--- config.mk ---
export PLATFORM = sky130hd
export DESIGN_NAME = adc_config_register_bank
export DESIGN_NICKNAME = d
export VERILOG_FILES = /design/src/hw/adc_bank_pkg.sv /design/src/hw/clock_ratio_divider.sv /design/src/hw/adc_config_register_bank.sv
export VERILOG_INCLUDE_DIRS = /design/src /design/src/hw
export SDC_FILE = /design/constraint.sdc
export NUM_CORES = 1
export LEC_CHECK = 0
export BUFFER_PORTS_ARGS = -buffer_cell sky130_fd_sc_hd__buf_2
export CORE_MARGIN = 5
export CORE_UTILIZATION = 60
export DETAILED_ROUTE_END_ITERATION = 6
export PLACE_DENSITY = 0.85
export SLEW_MARGIN = 0
export SYNTH_ARGS = -nofsm -noshare
export SYNTH_HDL_FRONTEND = slang
export SYNTH_SLANG_ARGS = --single-unit
--- constraint.sdc ---
create_clock -name core_clk -period 5.4 [get_ports core_clk]
set_clock_uncertainty 0.15 [all_clocks]
set_input_delay 0.54 -clock core_clk [delete_from_list [all_inputs] [get_ports core_clk]]
set_output_delay 0.54 -clock core_clk [all_outputs]
set_load 0.02 [all_outputs]
--- src/hw/adc_bank_cfg.svh ---
`ifndef ADC_BANK_CFG_SVH
`define ADC_BANK_CFG_SVH

// Register offsets
`define ADDR_SERIAL_PORT_SETUP 8'h00
`define ADDR_CHIP_IDENTITY 8'h01
`define ADDR_CHANNEL_SELECT 8'h05
`define ADDR_POWER_CONTROL 8'h08
`define ADDR_CLOCK_DIVIDER_SETUP 8'h0B
`define ADDR_SHUFFLE_CONTROL 8'h0C
`define ADDR_COMMIT_SETTINGS 8'hFF

// Reset values
`define RST_SERIAL_PORT_SETUP 8'h18
`define RST_CHANNEL_SELECT 8'hCF
`define RST_POWER_CONTROL 8'h00
`define RST_CLOCK_DIVIDER_SETUP 8'h00
`define RST_SHUFFLE_CONTROL 8'h01

// Identity code, value is arbitrary
`define CHIP_IDENTITY_VALUE 8'h5C

// Field positions
`define SETUP_LSB_HI 6
`define SETUP_SRST_HI 5
`define SETUP_SRST_LO 2
`define SETUP_LSB_LO 1
`define SETUP_FIXED_MASK 8'h18
`define CHSEL_A_BIT 0
`define CHSEL_B_BIT 1
`define CHSEL_ALL_MASK 8'h03
`define PWR_PIN_FN_BIT 5
`define COMMIT_STROBE_BIT 0

`endif

--- src/hw/adc_bank_pkg.sv ---
package adc_bank_pkg;

	// Register bank state, one packed word
	typedef struct packed {
		logic [7:0] chan_sel_r;
		logic lsb_first_r;
		logic pin_fn_sh_r;
		logic pin_fn_r;
		logic [5:0] clkdiv_sh_r;
		logic [5:0] clkdiv_r;
		logic [1:0][1:0] pmode_sh_r;
		logic [1:0][1:0] pmode_r;
		logic [1:0][1:0] shuf_sh_r;
		logic [1:0][1:0] shuf_r;
		logic pd_meta_r;
		logic pd_sync_r;
		logic pd_full_r;
		logic pd_standby_r;
		logic [7:0] rd_data_r;
	} bank_state_t;

	// Clock divider state
	typedef struct packed {
		logic [2:0] count_r;
		logic tick_r;
	} div_state_t;

endpackage

--- src/hw/clock_ratio_divider.sv ---
`timescale 1ns/10ps
`include "adc_bank_cfg.svh"

module clock_ratio_divider
(
	input wire logic core_clk,
	input wire logic reset,
	input wire logic [2:0] ratio,
	output logic div_tick
);

	// Registered state and its next value
	adc_bank_pkg::div_state_t st_r;
	adc_bank_pkg::div_state_t st_nxt;

	////////////////////////////////////////////////////////////////////////
	// Count ratio+1 input clocks per output tick
	always_comb
	begin
		st_nxt = st_r;
		// Wrap at the ratio so the period is ratio plus one
		if (st_r.count_r >= ratio)
		begin
			st_nxt.count_r = 3'h0;
			st_nxt.tick_r = 1'b1;
		end
		else
		begin
			st_nxt.count_r = st_r.count_r + 3'h1;
			st_nxt.tick_r = 1'b0;
		end
	end

	// State register
	always_ff @(posedge core_clk)
	begin
		if (reset)
			st_r <= '0;
		else
			st_r <= st_nxt;
	end

	assign div_tick = st_r.tick_r;

endmodule

--- src/hw/adc_config_register_bank.sv ---
`timescale 1ns/10ps
`include "adc_bank_cfg.svh"
// Operation
// Mirrored setup byte, fixed ones, default 0x18
// Host selects all channels before setup write
// Power pin function: 0 full, 1 standby
// Clock divided by ratio field plus one
// Per-channel shuffle, default enabled
// Unmapped locations ignored, read as zero
// Shadowed settings commit on transfer write
// Local writes reach every selected channel
// Multi-channel reads return channel A copy
// Soft reset restores defaults, self-clears

module adc_config_register_bank
(
	input wire logic core_clk,
	input wire logic reset,
	input wire logic wr_en,
	input wire logic rd_en,
	input wire logic [7:0] reg_addr,
	input wire logic [7:0] wr_data,
	input wire logic pdwn_pin,
	output logic [7:0] rd_data,
	output logic [7:0] channel_select,
	output logic lsb_first,
	output logic [1:0] power_mode_a,
	output logic [1:0] power_mode_b,
	output logic [1:0] shuffle_a,
	output logic [1:0] shuffle_b,
	output logic [2:0] clock_phase,
	output logic clock_div_tick,
	output logic full_power_down,
	output logic standby
);

	// Registered state and its next value
	adc_bank_pkg::bank_state_t st_r;
	adc_bank_pkg::bank_state_t st_nxt;
	// Divided clock tick from the divider
	logic div_tick;

	////////////////////////////////////////////////////////////////////////
	// Defaults, shared by hard reset and soft reset
	// Every field not named below resets to zero, including the pin
	// synchroniser and the read data, so a soft reset also drops a
	// pending power-down until the pin is seen again
	function automatic adc_bank_pkg::bank_state_t defaults();
		adc_bank_pkg::bank_state_t d;
		d = '0;
		// Channel select comes back with both channels enabled
		d.chan_sel_r = `RST_CHANNEL_SELECT;
		// Pin function bit taken from the power control default byte
		d.pin_fn_sh_r = 1'(`RST_POWER_CONTROL >> `PWR_PIN_FN_BIT);
		d.pin_fn_r = d.pin_fn_sh_r;
		// Divider phase and ratio: only six bits are stored
		d.clkdiv_sh_r = 6'(`RST_CLOCK_DIVIDER_SETUP);
		d.clkdiv_r = 6'(`RST_CLOCK_DIVIDER_SETUP);
		// Both channel copies, shadow and live alike
		for (int c = 0; c < 2; c++)
		begin
			d.pmode_sh_r[c] = 2'(`RST_POWER_CONTROL);
			d.pmode_r[c] = 2'(`RST_POWER_CONTROL);
			d.shuf_sh_r[c] = 2'(`RST_SHUFFLE_CONTROL);
			d.shuf_r[c] = 2'(`RST_SHUFFLE_CONTROL);
		end
		return d;
	endfunction

	// Channel whose copy is read back: A whenever A is selected
	// Reading with both channels enabled is legal but only shows A;
	// the host selects one channel to see the B copy
	function automatic int read_chan(input logic [7:0] sel);
		if (sel[`CHSEL_A_BIT])
			return 0;
		else
			return 1;
	endfunction

	////////////////////////////////////////////////////////////////////////
	// Next-state logic: pin sync, readback, writes, commit
	always_comb
	begin
		int rc;
		rc = read_chan(st_r.chan_sel_r);
		st_nxt = st_r;
		// Two-stage pin synchroniser; the pin is asynchronous to core_clk,
		// so only the second stage feeds any decision
		st_nxt.pd_meta_r = pdwn_pin;
		st_nxt.pd_sync_r = st_r.pd_meta_r;
		// Pin action selected by the committed function bit; a new
		// function written to the shadow does nothing until a commit
		st_nxt.pd_full_r = st_r.pd_sync_r & ~st_r.pin_fn_r;
		st_nxt.pd_standby_r = st_r.pd_sync_r & st_r.pin_fn_r;
		// Readback, zero for open locations; the byte stands for one
		// cycle and falls back to zero when no read is pending
		st_nxt.rd_data_r = 8'h00;
		if (rd_en)
		begin
			if (reg_addr == `ADDR_SERIAL_PORT_SETUP)
			begin
				// Soft reset bits always read back cleared
				st_nxt.rd_data_r = `SETUP_FIXED_MASK;
				st_nxt.rd_data_r[`SETUP_LSB_HI] = st_r.lsb_first_r;
				st_nxt.rd_data_r[`SETUP_LSB_LO] = st_r.lsb_first_r;
			end
			// Fixed identity byte, read only
			else if (reg_addr == `ADDR_CHIP_IDENTITY)
				st_nxt.rd_data_r = `CHIP_IDENTITY_VALUE;
			// Channel select is global and reads back whole
			else if (reg_addr == `ADDR_CHANNEL_SELECT)
				st_nxt.rd_data_r = st_r.chan_sel_r;
			// Shadowed registers read back the shadow, not the live copy
			else if (reg_addr == `ADDR_POWER_CONTROL)
			begin
				// Global pin function bit
				st_nxt.rd_data_r[`PWR_PIN_FN_BIT] = st_r.pin_fn_sh_r;
				// Local mode of the channel picked for reading
				st_nxt.rd_data_r[1:0] = st_r.pmode_sh_r[rc];
			end
			// Phase in bits 5:3, ratio in bits 2:0
			else if (reg_addr == `ADDR_CLOCK_DIVIDER_SETUP)
				st_nxt.rd_data_r[5:0] = st_r.clkdiv_sh_r;
			// Local shuffle field of the channel picked for reading
			else if (reg_addr == `ADDR_SHUFFLE_CONTROL)
				st_nxt.rd_data_r[1:0] = st_r.shuf_sh_r[rc];
			// Transfer register reads zero since the bit self-clears
		end
		// Register writes; a write and a read in one cycle are both taken, the read
		// showing the value from before the write; a soft reset write zeroes that read byte
		if (wr_en)
		begin
			if (reg_addr == `ADDR_SERIAL_PORT_SETUP)
			begin
				// Accepted only with every channel selected
				if ((st_r.chan_sel_r & `CHSEL_ALL_MASK) == `CHSEL_ALL_MASK)
				begin
					// Either mirrored copy acts, whatever the shift order
					if (wr_data[`SETUP_SRST_HI] | wr_data[`SETUP_SRST_LO])
						// Soft reset wins over the rest of the byte
						st_nxt = defaults();
					else
						// Bit order from either nibble
						st_nxt.lsb_first_r = wr_data[`SETUP_LSB_HI] | wr_data[`SETUP_LSB_LO];
				end
			end
			// Channel select takes effect at once, never shadowed
			else if (reg_addr == `ADDR_CHANNEL_SELECT)
				st_nxt.chan_sel_r = wr_data;
			// Power control: shadowed, committed later
			else if (reg_addr == `ADDR_POWER_CONTROL)
			begin
				// Pin function is global, mode is local
				st_nxt.pin_fn_sh_r = wr_data[`PWR_PIN_FN_BIT];
				for (int c = 0; c < 2; c++)
					if (st_r.chan_sel_r[c])
						st_nxt.pmode_sh_r[c] = wr_data[1:0];
			end
			// Divider: global, shadowed; bits 7:6 are open and dropped
			else if (reg_addr == `ADDR_CLOCK_DIVIDER_SETUP)
				st_nxt.clkdiv_sh_r = wr_data[5:0];
			// Shuffle: local, shadowed, written to each enabled channel
			else if (reg_addr == `ADDR_SHUFFLE_CONTROL)
			begin
				for (int c = 0; c < 2; c++)
					if (st_r.chan_sel_r[c])
						st_nxt.shuf_sh_r[c] = wr_data[1:0];
			end
			// Commit request
			else if (reg_addr == `ADDR_COMMIT_SETTINGS)
			begin
				// Commit all shadows at once; the strobe is not stored,
				// so the commit bit always reads back as zero
				if (wr_data[`COMMIT_STROBE_BIT])
				begin
					st_nxt.pin_fn_r = st_r.pin_fn_sh_r;
					st_nxt.clkdiv_r = st_r.clkdiv_sh_r;
					st_nxt.pmode_r = st_r.pmode_sh_r;
					st_nxt.shuf_r = st_r.shuf_sh_r;
				end
			end
			// Any other address is ignored
		end
	end

	////////////////////////////////////////////////////////////////////////
	// State register; reset is synchronous and loads the same
	// defaults that a soft reset write applies
	always_ff @(posedge core_clk)
	begin
		// Hard reset
		if (reset)
			st_r <= defaults();
		// Normal update
		else
			st_r <= st_nxt;
	end

	////////////////////////////////////////////////////////////////////////
	// Divider on the committed ratio field; the phase field is passed
	// out unchanged, the sampling logic that uses it lies outside
	clock_ratio_divider u_div
	(
		.core_clk(core_clk),
		.reset(reset),
		.ratio(st_r.clkdiv_r[2:0]),
		.div_tick(div_tick)
	);

	// Outputs straight from flip-flops; the committed copies drive
	// the converter settings, never the shadows
	assign rd_data = st_r.rd_data_r;
	assign channel_select = st_r.chan_sel_r;
	assign lsb_first = st_r.lsb_first_r;
	assign power_mode_a = st_r.pmode_r[0];
	assign power_mode_b = st_r.pmode_r[1];
	assign shuffle_a = st_r.shuf_r[0];
	assign shuffle_b = st_r.shuf_r[1];
	assign clock_phase = st_r.clkdiv_r[5:3];
	assign clock_div_tick = div_tick;
	assign full_power_down = st_r.pd_full_r;
	assign standby = st_r.pd_standby_r;

endmodule

==> results by group <==
Outcome
  • Status: complete, no violations

STA
  • Tcrit/Tclk final: 53.9%
  • WHS: 0.267 ns
  • Max-slew violations: 0
  • # setup viols final: 0
  • Fin. Hold Viols: 0
  • Setup slack after layout: 2.49 ns
  • RSZ-0062 raised after global routing: false
  • Tmin final: 2.91 ns
  • Peak Freq: 0.344 GHz
  • Actual slew at the worst max-slew pin: 1.06 ns
  • Setup TNS: 0 ns
  • Slew HR: about 29%

Hold path
  • Hold_sp: pdwn_pin
  • Worst hold path depth: 2
  • Hold Path Class: in2reg
  • Hold Path Sink: st_r[11]

Route
  • Routed WL: 6.72 mm
  • DR vias: 2529
  • Post-route antenna net violation count: 0
  • DR WL/cell: 16.8 um
  • Detailed Route Iter0 Violations: 382
  • DR DRC count: 0
  • Vias/cell: 6.31
  • DRT Pass-1 Iters: 5

Place
  • Place WS: between 2 and 2.5 ns
  • Port Buffers: 51
  • HPWL after DPL: 4.79 mm
  • Placed Area: just under 3000 um^2
  • GPL Wtd Cong: roughly 0.99

Setup path
  • Worst setup EP type: flip-flop
  • R2R Path Start: channel_select[0]
  • Reg2reg setup slack: just under 3 ns
  • Arr. time, crit path: 2.92 ns
  • WP buf/inv: 1
  • Worst-path fanout max: 16
  • CP max stage delay: 0.81 ns
  • CP Launch Type: primary input
  • CP required: 5.42 ns
  • Cell family with most CP delay: simple AND/OR/NAND/NOR gates
  • CP Cell Sequence: buf_2 -> nor4_2 -> nand2_1 -> a211oi_1 -> o32ai_1
  • CP max stage cell: a211oi_1
  • R2R depth: 4
  • Crit path kind: in2reg
  • End of the worst register-to-register path: channel_select[1]
  • CP Depth: 5

Clock network
  • CTS tree: yes
  • CTS buffer count: 5
  • Post-CTS Repair Setup Buffers: 0
  • CTS sink count: 55
  • Root Driver: clkbuf_8
  • H-tree levels: 2
  • Clock transition at the registers of the reported paths: 0.10 ns
  • Cts hold-fix bufs: 0
  • Largest buffer count on any clock path: 2
  • Post-cts resize count: 0
  • Worst-skew pair later-pin latency: approximately 0.31 ns

Logic synthesis
  • Post-synthesis sequential area ratio: about two fifths
  • Mapped Nets: 359
  • Post-Syn Area: 2850 um^2
  • Syn avg cell area: 8.52 um^2
  • Post-synthesis register bit count: 55
  • Post-synth cell types: 53
  • Yosys warns: 0
  • Primary FF master, synth: dfxtp_1
  • Ys async rst share: 0%
  • Top cell type by total area after synthesis: dfxtp_1
  • Post-synth EDFFs: 0
  • Yosys top cell area share: just under 40%
  • Post-Synthesis Cells: ~330
  • Top cells by area, synth: dfxtp_1 39%, buf_4 7.4%, mux2i_1 4.6%

Die
  • Ports placed on the boundary: 52
  • Starting Density: about three fifths
  • Core area: 4660 um^2
  • Die area: 6220 um^2
  • Horiz. Die Dim: approximately 80 um
  • Die Ht: 78.9 um
  • Std cell rows: 25

Flow run
  • Number of max-cap violations: 0

GRT
  • First-pass GRT wire length: 11.0 mm
  • Congestion Overflow GR: 0
  • Vias in the first global route: 2280
  • Gr usage total: 22.3%
  • Initial antenna violation count: 0
  • Largest net degree at the start of global routing: 33

Power
  • Pwr Density: around 230 nW/um^2
  • Leakage power: 0.00125 uW
  • IR drop worst, VDD: 0.147 mV
  • Total power: 696 uW

Final layout
  • Post-route cell area: 2990 um^2
  • Layout cells sized above 1: 20.5%
  • Syn-to-layout area delta: 4.88%
  • Antenna diodes: 0
  • Fin nets: 371
## Yosys cell counts (all sizes together), types with 3 or more instances
library cell,instances
a211oi,5
a21boi,3
a21oi,17
and2,5
buf,34
clkbuf,13
dfxtp,55
ha,4
inv,12
mux2,10
mux2i,13
nand2,29
nand2b,3
nand3,12
nand4,4
nor2,24
nor2b,9
nor3,13
nor4,5
o21ai,14
o311ai,3
o31ai,3
o32ai,6
or3,4
or4,3
## registers in the layout (all words and copies together) (netlist names)
| name | count |
|---|---|
| power_mode_b | 2 |
| rd_data | 8 |
| channel_select | 8 |
| power_mode_a | 2 |
| full_power_down | 1 |
| st_r | 21 |
| clock_phase | 3 |
| standby | 1 |
| lsb_first | 1 |
| u_div.st_r | 3 |
| shuffle_a | 2 |
| u_div.div_tick | 1 |
| shuffle_b | 2 |
## worst max-delay path by stage
stage	from	end	slack, ns
after global placement	reg_addr[4]	st_r[38]	2.26
after CTS	reg_addr[4]	st_r[36]	2.53
after detailed placement	reg_addr[4]	st_r[36]	2.22
final	reg_addr[4]	st_r[36]	2.49
after global routing	reg_addr[4]	st_r[39]	2.29
after floorplan	reg_addr[1]	clock_phase[0]	2.82
## area by class of cell
cell class | instances | area (um^2)
clock inverter | 3 | 23.8
fill | 403 | 1680
timing repair buffer | 52 | 263
tap | 54 | 67.6
sequential | 55 | 1100
inverter | 13 | 48.8
multi-input combinational | 219 | 1410
clock buffer | 5 | 68.8
## layer usage
layer / vias up / GRT usage, % / routed length, um
met1: 1148 / 29.6 / 2810
li1: 1198 / - / -
met5: - / 0 / 0
met4: 0 / 9.28 / 248
met2: 158 / 35.1 / 3030
met3: 25 / 4.88 / 627
## through the flow
stage          instances  utilization, %
6_report             401            64.1
5_1_grt              401            64.1
4_1_cts              401            64.1
3_5_place_dp         393            62.1
3_3_place_gp         393            62.1
2_1_floorplan        334               -
## layout by cell type, fill, tap and decap left out, types with 6 or more instances in the layout
cell type / netlist / layout
nor2_1: 24 / 24
a21oi_1: 17 / 17
nor2b_1: 9 / 9
mux2_2: 7 / 7
nor3_1: 13 / 13
o32ai_1: 6 / 6
mux2i_1: 13 / 13
inv_1: 12 / 12
buf_2: 2 / 51
nand3_1: 12 / 12
nand2_1: 29 / 29
dfxtp_1: 55 / 55
o21ai_0: 14 / 14
## logic make-up after synthesis
family / count (synthesis) / share of synthesized area [%]
AND/OR/NAND/NOR: 118 / 21.2
AO/OA/AOI/OAI: 72 / 17.5
buffers and inverters: 60 / 11.7
flip-flops: 55 / 38.7
multiplexers: 23 / 8.53
adder cells (fa/ha/maj): 4 / 1.76
XOR/XNOR: 2 / 0.615
## power breakdown
part	leakage [uW]	total, uW	internal (uW)	switching [uW]
registers	0.000444	408	407	0.770
logic	0.000758	54.5	15.9	38.7
clock network	0.0000461	233	93.9	140
total	0.00125	696	517	179
(Power assumes the default switching activity.)
